`src/shared/fanout_cfg_pkg.sv`:
```
// constants shared by the fan-out configuration logic
// assumes one 25 MHz system clock samples every programming pin
package fanout_cfg_pkg;
   localparam int CFG_BITS = 11;
   localparam int PAIRS = 10;
   localparam int SEL_BIT = 10;
   localparam int SYNC_STAGES = 3;
   localparam int COUNT_W = 4;
   // edges counted before the transfer edge; the twelfth edge moves the word
   localparam logic [COUNT_W-1:0] XFER_COUNT = 4'hB;
   localparam logic [COUNT_W-1:0] COUNT_RESET = 4'h0;
   localparam logic [CFG_BITS-1:0] CFG_RESET = 11'h000;
   localparam logic [CFG_BITS-1:0] SHIFT_RESET = 11'h000;
   // pin levels assumed while a pin floats
   localparam logic PIN_ENABLE_RESET = 1'h0;
   localparam logic PIN_SERIAL_RESET = 1'h0;
   localparam logic PIN_SHIFT_CLK_RESET = 1'h1;
   localparam logic PIN_CLOCK_RESET = 1'h0;
   localparam logic [PAIRS-1:0] OE_N_RESET = 10'h000;
   localparam logic [PAIRS-1:0] OUT_P_RESET = 10'h000;
   localparam logic [PAIRS-1:0] OUT_N_RESET = 10'h3FF;
   typedef enum logic [1:0] {ST_OFF, ST_SHIFT, ST_HOLD} cfg_state_t;
endpackage

```
`src/hw/pin_sync.sv`:
```
// three-stage pin synchroniser with agreement filter
// assumes asynchronous pin inputs and the synchronous active-high reset
`timescale 1ns/1ps
`default_nettype none
module pin_sync #(
   parameter int WIDTH = 1,
   parameter logic [WIDTH-1:0] RESET_VALUE = '0
) (
   input wire logic clock_i,
   input wire logic rst_i,
   input wire logic [WIDTH-1:0] pin_i,
   output logic [WIDTH-1:0] level_o
);
   logic [WIDTH-1:0] stage1;
   logic [WIDTH-1:0] stage2;
   logic [WIDTH-1:0] stage3;
   logic [WIDTH-1:0] level;
   logic [WIDTH-1:0] next_level;

   // a change is accepted only once the second and third stages agree
   always_comb begin
      next_level = ((stage2 ^ stage3) & level) | (~(stage2 ^ stage3) & stage3);
   end

   always_ff @(posedge clock_i) begin
      if (rst_i) begin
         stage1 <= RESET_VALUE;
         stage2 <= RESET_VALUE;
         stage3 <= RESET_VALUE;
         level <= RESET_VALUE;
      end else begin
         stage1 <= pin_i;
         stage2 <= stage1;
         stage3 <= stage2;
         level <= next_level;
      end
   end

   assign level_o = level;
endmodule // pin_sync
`default_nettype wire

```
`src/hw/serial_clock_fanout_config.sv`:
```
// serial programming port, control register and output gating of a 1:10 clock fan-out
// assumes all pins are asynchronous and sampled by the 25 MHz clock_i
`timescale 1ns/1ps
`default_nettype none
// What this block does
// [RQ1] programming only happens while program enable is high
// [RQ2] each shift-clock rising edge loads serial input and shifts all stages onward; the code shifts only on the eleven edges before the transfer edge
// [RQ3] a configuration is exactly eleven bits, bit 0 first, bit 10 last
// [RQ4] bit 0 drives pair nine down to bit 9 pair zero; bit 10 selects input
// [RQ5] a twelfth rising edge copies the shift register into the control register
// [RQ6] enable rising edge clears control register and arms twelve new edges
// [RQ7] enable low holds sequencer, shift and control registers in reset
// [RQ8] enable low, serial low: all pairs on, input a selected
// [RQ9] enable low, serial high: all pairs on, input b selected
// [RQ10] enable bit 1 drives pair, 0 floats it; select 0 is a, 1 is b
// [RQ11] true output follows positive differential input, inverted output complements it
// [RQ12] floating enable and serial read low, floating shift clock reads high
// [RQ13] after transfer further shift-clock edges leave control register unchanged
// [RQ14] with enable high outputs follow control register, all off until transfer
module serial_clock_fanout_config (
   input wire logic clock_i,
   input wire logic rst_i,
   input wire logic program_enable_i,
   input wire logic serial_data_i,
   input wire logic program_shift_clock_i,
   input wire logic clock_input_a_p_i,
   input wire logic clock_input_a_n_i,
   input wire logic clock_input_b_p_i,
   input wire logic clock_input_b_n_i,
   output logic [fanout_cfg_pkg::PAIRS-1:0] out_p_o,
   output logic [fanout_cfg_pkg::PAIRS-1:0] out_n_o,
   output logic [fanout_cfg_pkg::PAIRS-1:0] out_oe_n_o,
   output logic [fanout_cfg_pkg::CFG_BITS-1:0] config_o,
   output logic config_done_o
);
   localparam int PAIRS = fanout_cfg_pkg::PAIRS;
   localparam int CFG_BITS = fanout_cfg_pkg::CFG_BITS;

   logic [6:0] pins_raw;
   logic [6:0] pins;
   logic prog_en;
   logic ser_in;
   logic shift_clk;
   logic a_level;
   logic b_level;

   // pull levels double as synchroniser reset values
   pin_sync #(
      .WIDTH(7),
      .RESET_VALUE({fanout_cfg_pkg::PIN_CLOCK_RESET, fanout_cfg_pkg::PIN_CLOCK_RESET,
                    fanout_cfg_pkg::PIN_CLOCK_RESET, fanout_cfg_pkg::PIN_CLOCK_RESET,
                    fanout_cfg_pkg::PIN_SHIFT_CLK_RESET, fanout_cfg_pkg::PIN_SERIAL_RESET,
                    fanout_cfg_pkg::PIN_ENABLE_RESET}) // RQ12
   ) u_sync (
      .clock_i(clock_i),
      .rst_i(rst_i),
      .pin_i(pins_raw),
      .level_o(pins)
   );

   assign pins_raw = {clock_input_b_n_i, clock_input_b_p_i, clock_input_a_n_i,
                      clock_input_a_p_i, program_shift_clock_i, serial_data_i,
                      program_enable_i};
   assign prog_en = pins[0];
   assign ser_in = pins[1];
   assign shift_clk = pins[2];
   // an open or negative input reads low on the true output
   assign a_level = pins[3] & ~pins[4]; // RQ11
   assign b_level = pins[5] & ~pins[6]; // RQ11

   // ---- sequencer ----
   fanout_cfg_pkg::cfg_state_t state;
   fanout_cfg_pkg::cfg_state_t next_state;
   logic [fanout_cfg_pkg::COUNT_W-1:0] count;
   logic [fanout_cfg_pkg::COUNT_W-1:0] next_count;
   logic [CFG_BITS-1:0] shift;
   logic [CFG_BITS-1:0] next_shift;
   logic [CFG_BITS-1:0] cfg;
   logic [CFG_BITS-1:0] next_cfg;
   logic [CFG_BITS-1:0] cfg_from_shift;
   logic prev_en;
   logic prev_clk;
   logic en_rise;
   logic clk_rise;

   assign en_rise = prog_en & ~prev_en;
   assign clk_rise = shift_clk & ~prev_clk;

   // first bit in ends in the last stage, so the word is the stages reversed
   genvar k;
   generate
      for (k = 0; k < CFG_BITS; k++) begin : g_unpack
         assign cfg_from_shift[k] = shift[CFG_BITS-1-k]; // RQ3
      end
   endgenerate

   always_comb begin
      next_state = state;
      next_count = count;
      next_shift = shift;
      next_cfg = cfg;
      if (!prog_en) begin
         // nothing is taken while enable is low
         next_state = fanout_cfg_pkg::ST_OFF; // RQ1 RQ7
         next_count = fanout_cfg_pkg::COUNT_RESET;
         next_shift = fanout_cfg_pkg::SHIFT_RESET;
         next_cfg = fanout_cfg_pkg::CFG_RESET;
      end else if (en_rise) begin
         next_state = fanout_cfg_pkg::ST_SHIFT; // RQ6
         next_count = fanout_cfg_pkg::COUNT_RESET;
         next_shift = fanout_cfg_pkg::SHIFT_RESET;
         next_cfg = fanout_cfg_pkg::CFG_RESET;
      end else if (clk_rise) begin
         unique case (state)
            fanout_cfg_pkg::ST_SHIFT: begin
               if (count == fanout_cfg_pkg::XFER_COUNT) begin
                  next_cfg = cfg_from_shift; // RQ5
                  next_state = fanout_cfg_pkg::ST_HOLD;
               end else begin
                  next_shift = {shift[CFG_BITS-2:0], ser_in}; // RQ2
                  next_count = 4'(count + 4'h1); // RQ3
               end
            end
            // later edges are ignored until enable is cycled
            fanout_cfg_pkg::ST_HOLD: begin
               next_state = fanout_cfg_pkg::ST_HOLD; // RQ13
            end
            fanout_cfg_pkg::ST_OFF: begin
               next_state = fanout_cfg_pkg::ST_OFF;
            end
         endcase
      end
   end

   always_ff @(posedge clock_i) begin
      if (rst_i) begin
         state <= fanout_cfg_pkg::ST_OFF;
         count <= fanout_cfg_pkg::COUNT_RESET;
         shift <= fanout_cfg_pkg::SHIFT_RESET;
         cfg <= fanout_cfg_pkg::CFG_RESET;
         prev_en <= fanout_cfg_pkg::PIN_ENABLE_RESET;
         prev_clk <= fanout_cfg_pkg::PIN_SHIFT_CLK_RESET;
      end else begin
         state <= next_state;
         count <= next_count;
         shift <= next_shift;
         cfg <= next_cfg;
         prev_en <= prog_en;
         prev_clk <= shift_clk;
      end
   end

   // ---- output gating ----
   // the fanned clock is resampled at 25 MHz: a functional model, not a skew-true path
   logic sel;
   logic src;
   logic [PAIRS-1:0] pair_on;
   logic [PAIRS-1:0] out_p;
   logic [PAIRS-1:0] out_n;
   logic [PAIRS-1:0] oe_n;
   logic [PAIRS-1:0] next_out_p;
   logic [PAIRS-1:0] next_out_n;
   logic [PAIRS-1:0] next_oe_n;

   assign sel = prog_en ? cfg[fanout_cfg_pkg::SEL_BIT] : ser_in; // RQ4 RQ8 RQ9 RQ14
   assign src = sel ? b_level : a_level; // RQ10

   genvar j;
   generate
      for (j = 0; j < PAIRS; j++) begin : g_pair
         // pair j is steered by configuration bit 9-j
         assign pair_on[j] = prog_en ? cfg[PAIRS-1-j] : 1'h1; // RQ4 RQ8 RQ9 RQ14
      end
   endgenerate

   always_comb begin
      next_oe_n = ~pair_on; // RQ10
      next_out_p = pair_on & {PAIRS{src}}; // RQ11
      next_out_n = ~pair_on | {PAIRS{~src}}; // RQ11
   end

   always_ff @(posedge clock_i) begin
      if (rst_i) begin
         out_p <= fanout_cfg_pkg::OUT_P_RESET;
         out_n <= fanout_cfg_pkg::OUT_N_RESET;
         oe_n <= fanout_cfg_pkg::OE_N_RESET;
      end else begin
         out_p <= next_out_p;
         out_n <= next_out_n;
         oe_n <= next_oe_n;
      end
   end

   assign out_p_o = out_p;
   assign out_n_o = out_n;
   assign out_oe_n_o = oe_n;
   assign config_o = cfg;
   assign config_done_o = (state == fanout_cfg_pkg::ST_HOLD);

   // ---- assertions ----
   property p_shift_edge;
      @(posedge clock_i) disable iff (rst_i)
      (prog_en && !en_rise && clk_rise && state == fanout_cfg_pkg::ST_SHIFT
       && count != fanout_cfg_pkg::XFER_COUNT)
      |=> (shift == {$past(shift[CFG_BITS-2:0]), $past(ser_in)});
   endproperty
   a_shift_edge: assert property (p_shift_edge) // RQ2
      else $error("shift register did not take the serial bit");

   property p_count_bound;
      @(posedge clock_i) disable iff (rst_i)
      count <= fanout_cfg_pkg::XFER_COUNT;
   endproperty
   a_count_bound: assert property (p_count_bound) // RQ3
      else $error("bit counter ran past eleven");

   property p_transfer;
      @(posedge clock_i) disable iff (rst_i)
      (prog_en && !en_rise && clk_rise && state == fanout_cfg_pkg::ST_SHIFT
       && count == fanout_cfg_pkg::XFER_COUNT)
      |=> (cfg == $past(cfg_from_shift)) && (state == fanout_cfg_pkg::ST_HOLD);
   endproperty
   a_transfer: assert property (p_transfer) // RQ5
      else $error("twelfth edge did not load the control register");

   property p_enable_rise;
      @(posedge clock_i) disable iff (rst_i)
      en_rise |=> (cfg == '0) && (count == '0) && (state == fanout_cfg_pkg::ST_SHIFT);
   endproperty
   a_enable_rise: assert property (p_enable_rise) // RQ6
      else $error("enable rise did not rearm the sequencer");

   property p_enable_low;
      @(posedge clock_i) disable iff (rst_i)
      !prog_en |=> (cfg == '0) && (shift == '0) && (state == fanout_cfg_pkg::ST_OFF);
   endproperty
   a_enable_low: assert property (p_enable_low) // RQ7
      else $error("state not held in reset while enable low");

   property p_default_a;
      @(posedge clock_i) disable iff (rst_i)
      (!prog_en && !ser_in) |=> (oe_n == '0) && (out_p == {PAIRS{$past(a_level)}});
   endproperty
   a_default_a: assert property (p_default_a) // RQ8
      else $error("default mode did not pass input a to all pairs");

   property p_default_b;
      @(posedge clock_i) disable iff (rst_i)
      (!prog_en && ser_in) |=> (oe_n == '0) && (out_p == {PAIRS{$past(b_level)}});
   endproperty
   a_default_b: assert property (p_default_b) // RQ9
      else $error("default mode did not pass input b to all pairs");

   property p_pair_off;
      @(posedge clock_i) disable iff (rst_i)
      (prog_en && !cfg[PAIRS-1]) |=> oe_n[0] && !out_p[0];
   endproperty
   a_pair_off: assert property (p_pair_off) // RQ10
      else $error("disabled pair zero still driven");

   property p_complement;
      @(posedge clock_i) disable iff (rst_i)
      (oe_n == '0) |-> (out_n == ~out_p);
   endproperty
   a_complement: assert property (p_complement) // RQ11
      else $error("inverted outputs not complementary");

   property p_hold;
      @(posedge clock_i) disable iff (rst_i)
      (state == fanout_cfg_pkg::ST_HOLD && prog_en && !en_rise) |=> $stable(cfg);
   endproperty
   a_hold: assert property (p_hold) // RQ13
      else $error("control register changed after transfer");

   property p_armed_off;
      @(posedge clock_i) disable iff (rst_i)
      (prog_en && state == fanout_cfg_pkg::ST_SHIFT) |=> (oe_n == {PAIRS{1'h1}});
   endproperty
   a_armed_off: assert property (p_armed_off) // RQ14
      else $error("outputs enabled before transfer");
endmodule // serial_clock_fanout_config
`default_nettype wire

```
`config.mk`:
```
export PLATFORM = sky130hd
export DESIGN_NAME = serial_clock_fanout_config
export DESIGN_NICKNAME = d
export VERILOG_FILES = /design/src/shared/fanout_cfg_pkg.sv /design/src/hw/pin_sync.sv /design/src/hw/serial_clock_fanout_config.sv
export SDC_FILE = /design/constraint.sdc
export NUM_CORES = 1
export LEC_CHECK = 0
export ABC_AREA = 1
export BUFFER_PORTS_ARGS = -buffer_cell sky130_fd_sc_hd__buf_2
export CORE_ASPECT_RATIO = 2
export CORE_MARGIN = 1
export CORE_UTILIZATION = 55
export CTS_CLUSTER_DIAMETER = 30
export DETAILED_ROUTE_END_ITERATION = 12
export PLACE_DENSITY = 0.83
export SYNTH_ARGS = -nofsm -noshare
export SYNTH_HDL_FRONTEND = slang
export SYNTH_SLANG_ARGS = --single-unit
export TNS_END_PERCENT = 20
```
`constraint.sdc`:
```
create_clock -name clock_i -period 3.3 [get_ports clock_i]
set_input_delay 0 -clock clock_i [delete_from_list [all_inputs] [get_ports clock_i]]
set_output_delay 0 -clock clock_i [all_outputs]
set_load 0.01 [all_outputs]
```
==> flow_summary.json, run 1 <==
{
  "status": "completed",
  "syn_nets": 372,
  "path_common_cell": "nand2_1",
  "n_fill_cell": 426,
  "maxCapViolations": 0,
  "grt.total_usage": 0.2174,
  "core_um2": 5139,
  "cts_htree_levels": 3,
  "cts_buffers": 9,
  "first_pass_iters": 4,
  "rsz0062_at_grt": "no",
  "wire_per_inst_um": 10.53,
  "start_util": 0.5712,
  "swShare": 0.1825,
  "path_class": "flop to flop",
  "whs_ns": 0.03011,
  "r2r-end": "config_o[4]",
  "muxShareOfSynthArea": 0,
  "final_cell_mix": "106 x nor2_1, 88 x dfxtp_1, 67 x nand2_1",
  "postRouteAntennaNets": 0,
  "layout.nets": 430,
  "die_h_um": 105.3,
  "place_area_um2": 3188,
  "clk_path_buf_depth": 2,
  "r2r_start": "count[0]",
  "p_per_area_nw_per_um2": 579.5,
  "drt-vias-per-instance": 4.638,
  "root_buffer": "clkbuf_8",
  "slew_viol_final": 0,
  "clkSlewWorstSetupHoldPaths_ns": 0.08,
  "vias": 2240,
  "setup_viol": 0,
  "yosysUniqueCellTypes": 19,
  "comb_power_share": 0.014,
  "irDropWorstVdd_v": 0.0004627,
  "crit_path_start_kind": "flop",
  "globalplace.congestion": 0.7867,
  "cp_slowest_cell": "nor2_4",
  "grt_pass1_vias": 2174,
  "critical_path_buf_inv_count": 0,
  "path_cells": "ha_1 -> nand3_2 -> nor2_4 -> nand2_1 -> nand2_1 -> nor2_1",
  "synth-seq-cells": 88,
  "required_ns": 3.55,
  "worst_slew_pin_slew_ns": 0.5409,
  "finalCriticalPeriod_ns": 1.558,
  "final_common_cell": "nor2_1",
  "synth_xor_area_frac": 0,
  "ys_seq_area_frac": 0.6002,
  "grt_first_pass_wirelength_mm": 8.838,
  "synth_cells": 362,
  "p_int_uw": 1667,
  "cts_resized": 0,
  "p_leak_uw": 0.001517,
  "syn_area_per_cell_um2": 8.109,
  "cts_tree": "yes",
  "diodes": 0,
  "cp.depth": 6,
  "grt_max_degree": 27,
  "die_width_um": 53.66,
  "synth_top_family_by_area": "simple AND/OR/NAND/NOR gates",
  "drive_above_1_share": 0.1882,
  "wirelength_mm": 5.084,
  "cp_max_fo": 22,
  "area_growth_pct": 19.86,
  "hold_violations": 0,
  "slowest_delay_ns": 0.43,
  "synth_area_um2": 2935,
  "p_sw_uw": 372.2,
  "clock_latency_ns": 0.36,
  "die-area_um2": 5651,
  "io_pins": 51,
  "fin_ws_ns": 1.742,
  "io_buffer_count": 50,
  "slew_headroom": 0.6385,
  "cp-startpoint": "count[0]",
  "rows": 37,
  "sequentialPowerShare": 0.528,
  "finalSetupTns_ns": 0,
  "power_frac_clock": 0.459,
  "grt.overflow.total": 0,
  "drt_iter0_markers": 58,
  "dp_hpwl_mm": 3.479,
  "min_from": "rst_i",
  "reg2reg_depth": 6,
  "drc": 0,
  "synth_fa_ha_area_frac": 0.004263,
  "synthSimpleGateAreaFrac": 0.2673,
  "cts.sinks": 88,
  "postCtsSetupBuffers": 0,
  "end_kind": "flop",
  "skew_ns": 0.006679,
  "antenna_found_initial": 0,
  "critPathTopFamily": "simple AND/OR/NAND/NOR gates",
  "final_cells": 483,
  "ys_warn_count": 0,
  "dp.cells": 460,
  "final.period_utilization": 0.4721,
  "pre_cts_slack_ns": 1.772,
  "critPathArrivalTime_ns": 1.81,
  "cts_hold_buf": 7,
  "cp-endpoint": "config_o[4]",
  "synth_compound_area_frac": 0.03154,
  "max_freq_mhz": 641.8,
  "reg2reg_slack_ns": 1.74,
  "final_area_um2": 3518,
  "min-delay-path-class": "input port to flop"
}
area by class of cell:
cell class	count	area (um2)	area share
clock buffers	11	131.4	0.03734
clock inverters	5	128.9	0.03663
inverters	57	214.0	0.06081
multi-input cells	207	889.6	0.2528
flip-flops and latches	88	1762	0.5007
well taps	58	72.57	0.02063
repair buffers	57	320.3	0.09104
worst min-delay path by stage:
stage / endpoint / slack [ns] / cells after the start
6_report: u_sync.stage3[6] / 0.03 / 2
5_1_grt: u_sync.stage3[6] / 0.04 / 2
4_1_cts: u_sync.stage2[4] / 0.02 / 2
3_5_place_dp: u_sync.stage1[2] / 0.19 / 2
3_3_place_gp: u_sync.stage1[2] / 0.18 / 2
2_1_floorplan: u_sync.stage1[2] / 0.10 / 1
registers in the layout (all words and copies together) (netlist names), named ones only:
name / count
config_o: 11
count: 4
out_n_o: 10
out_oe_n_o: 10
out_p_o: 10
prev_clk: 1
prev_en: 1
shift: 11
state: 2
u_sync.stage1: 7
u_sync.stage2: 7
u_sync.stage3: 7
cell families after synthesis:
family | count (synthesis)
simple gates | 188
flops | 88
buf+inv | 67
compound gates | 18
fa+ha+maj | 1
power by group through the flow:
stage | clock network (uW) | logic [uW] | registers, uW
6_report | 935 | 28.0 | 1080
5_1_grt | 1000 | 31.8 | 1080
3_5_place_dp | 0 | 21.7 | 1100
2_1_floorplan | 0 | 14.0 | 1100
4_1_cts | 953 | 28.0 | 1080
3_3_place_gp | 0 | 20.7 | 1100
stage by stage:
| stage | util | power, uW |
|---|---|---|
| 3_5_place_dp | 0.6204 | 1123 |
| 5_1_grt | 0.6847 | 2110 |
| 3_3_place_gp | 0.6204 | 1121 |
| 6_report | 0.6847 | 2039 |
| 4_1_cts | 0.6847 | 2056 |
| 2_1_floorplan | - | 1114 |
worst reg2reg max path, delay by kind of cell, from the launching register on:
| family | cells | cell delay (ns) |
|---|---|---|
| adders and majority gates | 1 | 0.22 |
| DFF | 1 | 0.38 |
| and+or+nand+nor | 5 | 0.85 |
cell usage after synthesis:
library cell,number,area [um2]
o21ai_0,7,35.03
nand2_1,67,251.5
buf_2,2,10.01
buf_6,4,45.04
nor2_8,1,20.02
nor2_1,106,397.9
nand3_2,2,20.02
nor2_4,4,45.04
a211oi_1,1,7.510
nand2_2,1,6.260
dfxtp_1,88,1762
a21oi_1,10,50.05
inv_2,5,18.77
ha_1,1,12.51
nand3_1,4,20.02
nand2_4,1,11.26
clkbuf_1,4,15.01
or2_2,2,12.51
inv_1,52,195.2
per-layer routing:
metal / routed length [um] / track usage / vias to the layer above / part of all wire
met5: 0 / 0 / - / 0
met1: 1964 / 0.1939 / 1004 / 0.39
li1: - / - / 1176 / -
met4: 91 / 0.1128 / 0 / 0.018
met2: 2824 / 0.3929 / 55 / 0.56
met3: 203 / 0.07937 / 5 / 0.040
(Power assumes the default switching activity.)
==> run 2: changes to the inputs <==
Settings changed: ABC_AREA 1 to 0, CORE_UTILIZATION 55 to 48, PLACE_DENSITY 0.83 to 0.77.
Clock period 3.3 ns to 1.3 ns, I/O delays scaled along.
==> run 2 against run 1 <==
  * The run now ends with setup timing left
  * Sequential power grew to 2.5 times the previous value
  * Core utilization is 1.8 points lower
  * First-iteration DRC count is 1.7% lower
  * Wire length is 11% higher
==> flow_summary.json, run 2 <==
{
  "clkSlewWorstSetupHoldPaths_ns": 0.06,
  "violations": "setup timing",
  "cts_tree": "yes",
  "layout.nets": 346,
  "yosysUniqueCellTypes": 29,
  "rsz0062_at_grt": "yes",
  "synth-seq-cells": 88,
  "skew_ns": 0.005351,
  "root_buffer": "clkbuf_16",
  "cts_buffers": 9,
  "critPathArrivalTime_ns": 1.57,
  "final.period_utilization": 1.052,
  "ys_warn_count": 0,
  "synthSimpleGateAreaFrac": 0.1550,
  "synth_top_family_by_area": "simple AND/OR/NAND/NOR gates",
  "synth_commonest_cells": "88 x dfxtp_1, 31 x nand2_1, 20 x mux2i_1",
  "die-area_um2": 6199,
  "synth_compound_area_frac": 0.1101,
  "required_ns": 1.50,
  "finalPower_uw": 5574,
  "drc": 0,
  "post-synth-top-count-cell": "dfxtp_1",
  "diodes": 0,
  "clk_path_buf_depth": 2,
  "multi_input_area_um2": 1020,
  "vias": 2074,
  "min-delay-path-class": "input port to flop",
  "register_area_um2": 1770,
  "grt.total_usage": 0.1821,
  "muxShareOfSynthArea": 0.07105,
  "synth_area_leaders": "dfxtp_1 63%, mux2i_1 7.1%, nor2b_1 4.2%, nand2_1 4.1%, a31o_2 3.1%",
  "slew_viol_final": 0,
  "grt_pass1_vias": 1912,
  "antenna_found_initial": 0,
  "hold_violations": 0,
  "postRouteAntennaNets": 0,
  "maxCapViolations": 0,
  "io_pins": 51,
  "slew_headroom": 0.7702,
  "drive_above_1_share": 0.3402,
  "dp_hpwl_mm": 3.309,
  "final_common_cell": "dfxtp_1",
  "min_from": "rst_i",
  "fin_ws_ns": -0.06782,
  "n_fill_cell": 425,
  "synth_xor_area_frac": 0,
  "p_per_area_nw_per_um2": 1478,
  "crit_path_start_kind": "flop",
  "drt_iter0_markers": 57,
  "cts_htree_levels": 3,
  "p_leak_uw": 0.001649,
  "irDropWorstVdd_v": 0.001398,
  "syn_area_per_cell_um2": 10.75,
  "grt_first_pass_wirelength_mm": 8.383,
  "cp_max_fo": 20,
  "dp.cells": 372,
  "io_buffer_count": 50,
  "synth_edf_count": 0,
  "final_cells": 402,
  "first_pass_iters": 4,
  "grt.overflow.total": 0,
  "synth_fa_ha_area_frac": 0.004440,
  "start_util": 0.4978,
  "wirelength_mm": 5.620,
  "synth_cells": 262,
  "clock_latency_ns": 0.34,
  "synth_flop_cell": "dfxtp_1",
  "core_um2": 5660,
  "syn_nets": 272,
  "setup_viol": 23,
  "reg2reg_slack_ns": -0.07,
  "end_kind": "flop",
  "r2r-end": "out_n_o[2]",
  "synth_top_area_share": 0.6252,
  "finalCriticalPeriod_ns": 1.368,
  "max_freq_mhz": 731.1,
  "reg2reg_depth": 4,
  "hold_depth": 3,
  "grt_max_degree": 24,
  "globalplace.congestion": 0.7230,
  "wire_per_inst_um": 13.98,
  "path_class": "flop to flop",
  "synthArstFlopShare": 0,
  "drt-vias-per-instance": 5.159,
  "final_cell_mix": "81 x dfxtp_1, 50 x buf_2, 30 x nand2_1",
  "rows": 39,
  "area_growth_pct": 33.88,
  "status": "finished, violations left",
  "yosys.area.top_type": "dfxtp_1",
  "die_h_um": 110.4,
  "cts.sinks": 88,
  "ys_seq_area_frac": 0.6252,
  "min_to": "prev_clk",
  "synth_area_um2": 2818,
  "worst_slew_pin_slew_ns": 0.3412,
  "die_width_um": 56.18
}
[run 2: area by class of cell]
class,count,share of cell area
multi-input cells,153,0.2703
clock buffers,12,0.06534
well taps,61,0.02023
inverters,5,0.004975
clock inverters,4,0.02023
flip-flops and latches,88,0.4693
repair buffers,79,0.1496
[run 2: logic make-up (layout without fill, tap and decap cells)]
group / after synthesis / after routing
flip-flops: 88 / 88
AO/OA/AOI/OAI: 49 / 49
AND/OR/NAND/NOR: 83 / 83
buffers and inverters: 21 / 100
adder cells (fa/ha/maj): 1 / 1
multiplexers: 20 / 20
[run 2: what timing repair did]
action	in CTS	in global routing
hold buffers	7	0
endpoints found under the hold margin	7	0
setup buffers	2	3
resized for setup	13	10
pin swaps	5	5
gates cloned	1	1
setup endpoints to repair	44	45
[run 2: stage by stage]
step	hold WS, ns	instance area [um2]	setup slack (ns)	TNS, ns	util
floorplan	0.1038	2818	-0.01737	-0.2943	-
global placement	0.1874	3229	-0.05070	-0.7989	0.5705
detailed placement	0.1925	3229	-0.09646	-1.925	0.5705
CTS	0.02218	3686	-0.04357	-0.6184	0.6512
global route	0.05373	3772	-0.1204	-2.072	0.6664
finish	0.01795	3772	-0.06782	-0.7105	0.6664
[run 2: metal layers]
layer,global-route usage,part of all wire,vias up,wire length (um)
met4,0.1045,0.027,0,151
met5,0,0,-,0
met1,0.1733,0.38,963,2133
li1,-,-,1043,-
met3,0.05718,0.043,12,241
met2,0.3384,0.55,56,3093
[run 2: worst max-delay path by stage]
stage	startpoint	to	slack, ns	depth (start not counted)
6_report	flop	out_n_o[2]	-0.07	4
3_5_place_dp	state[0]	shift[3]	-0.1	4
4_1_cts	flop	out_n_o[2]	-0.04	4
5_1_grt	flop	out_n_o[2]	-0.12	4
3_3_place_gp	state[0]	shift[5]	-0.05	4
2_1_floorplan	count[0]	shift[1]	-0.02	5
[run 2: where the power goes]
part | switching, uW | internal (uW) | total (uW)
sequential | 11.1 | 2730 | 2740
combinational | 37.6 | 46.4 | 84.0
clock | 1010 | 1740 | 2750
total | 1060 | 4510 | 5570
[run 2: critical path: stages (launching register included)]
cell	delay, ns
dfxtp_1	0.31
or3b_1	0.39
a211oi_2	0.27
buf_12	0.19
a31oi_1	0.07
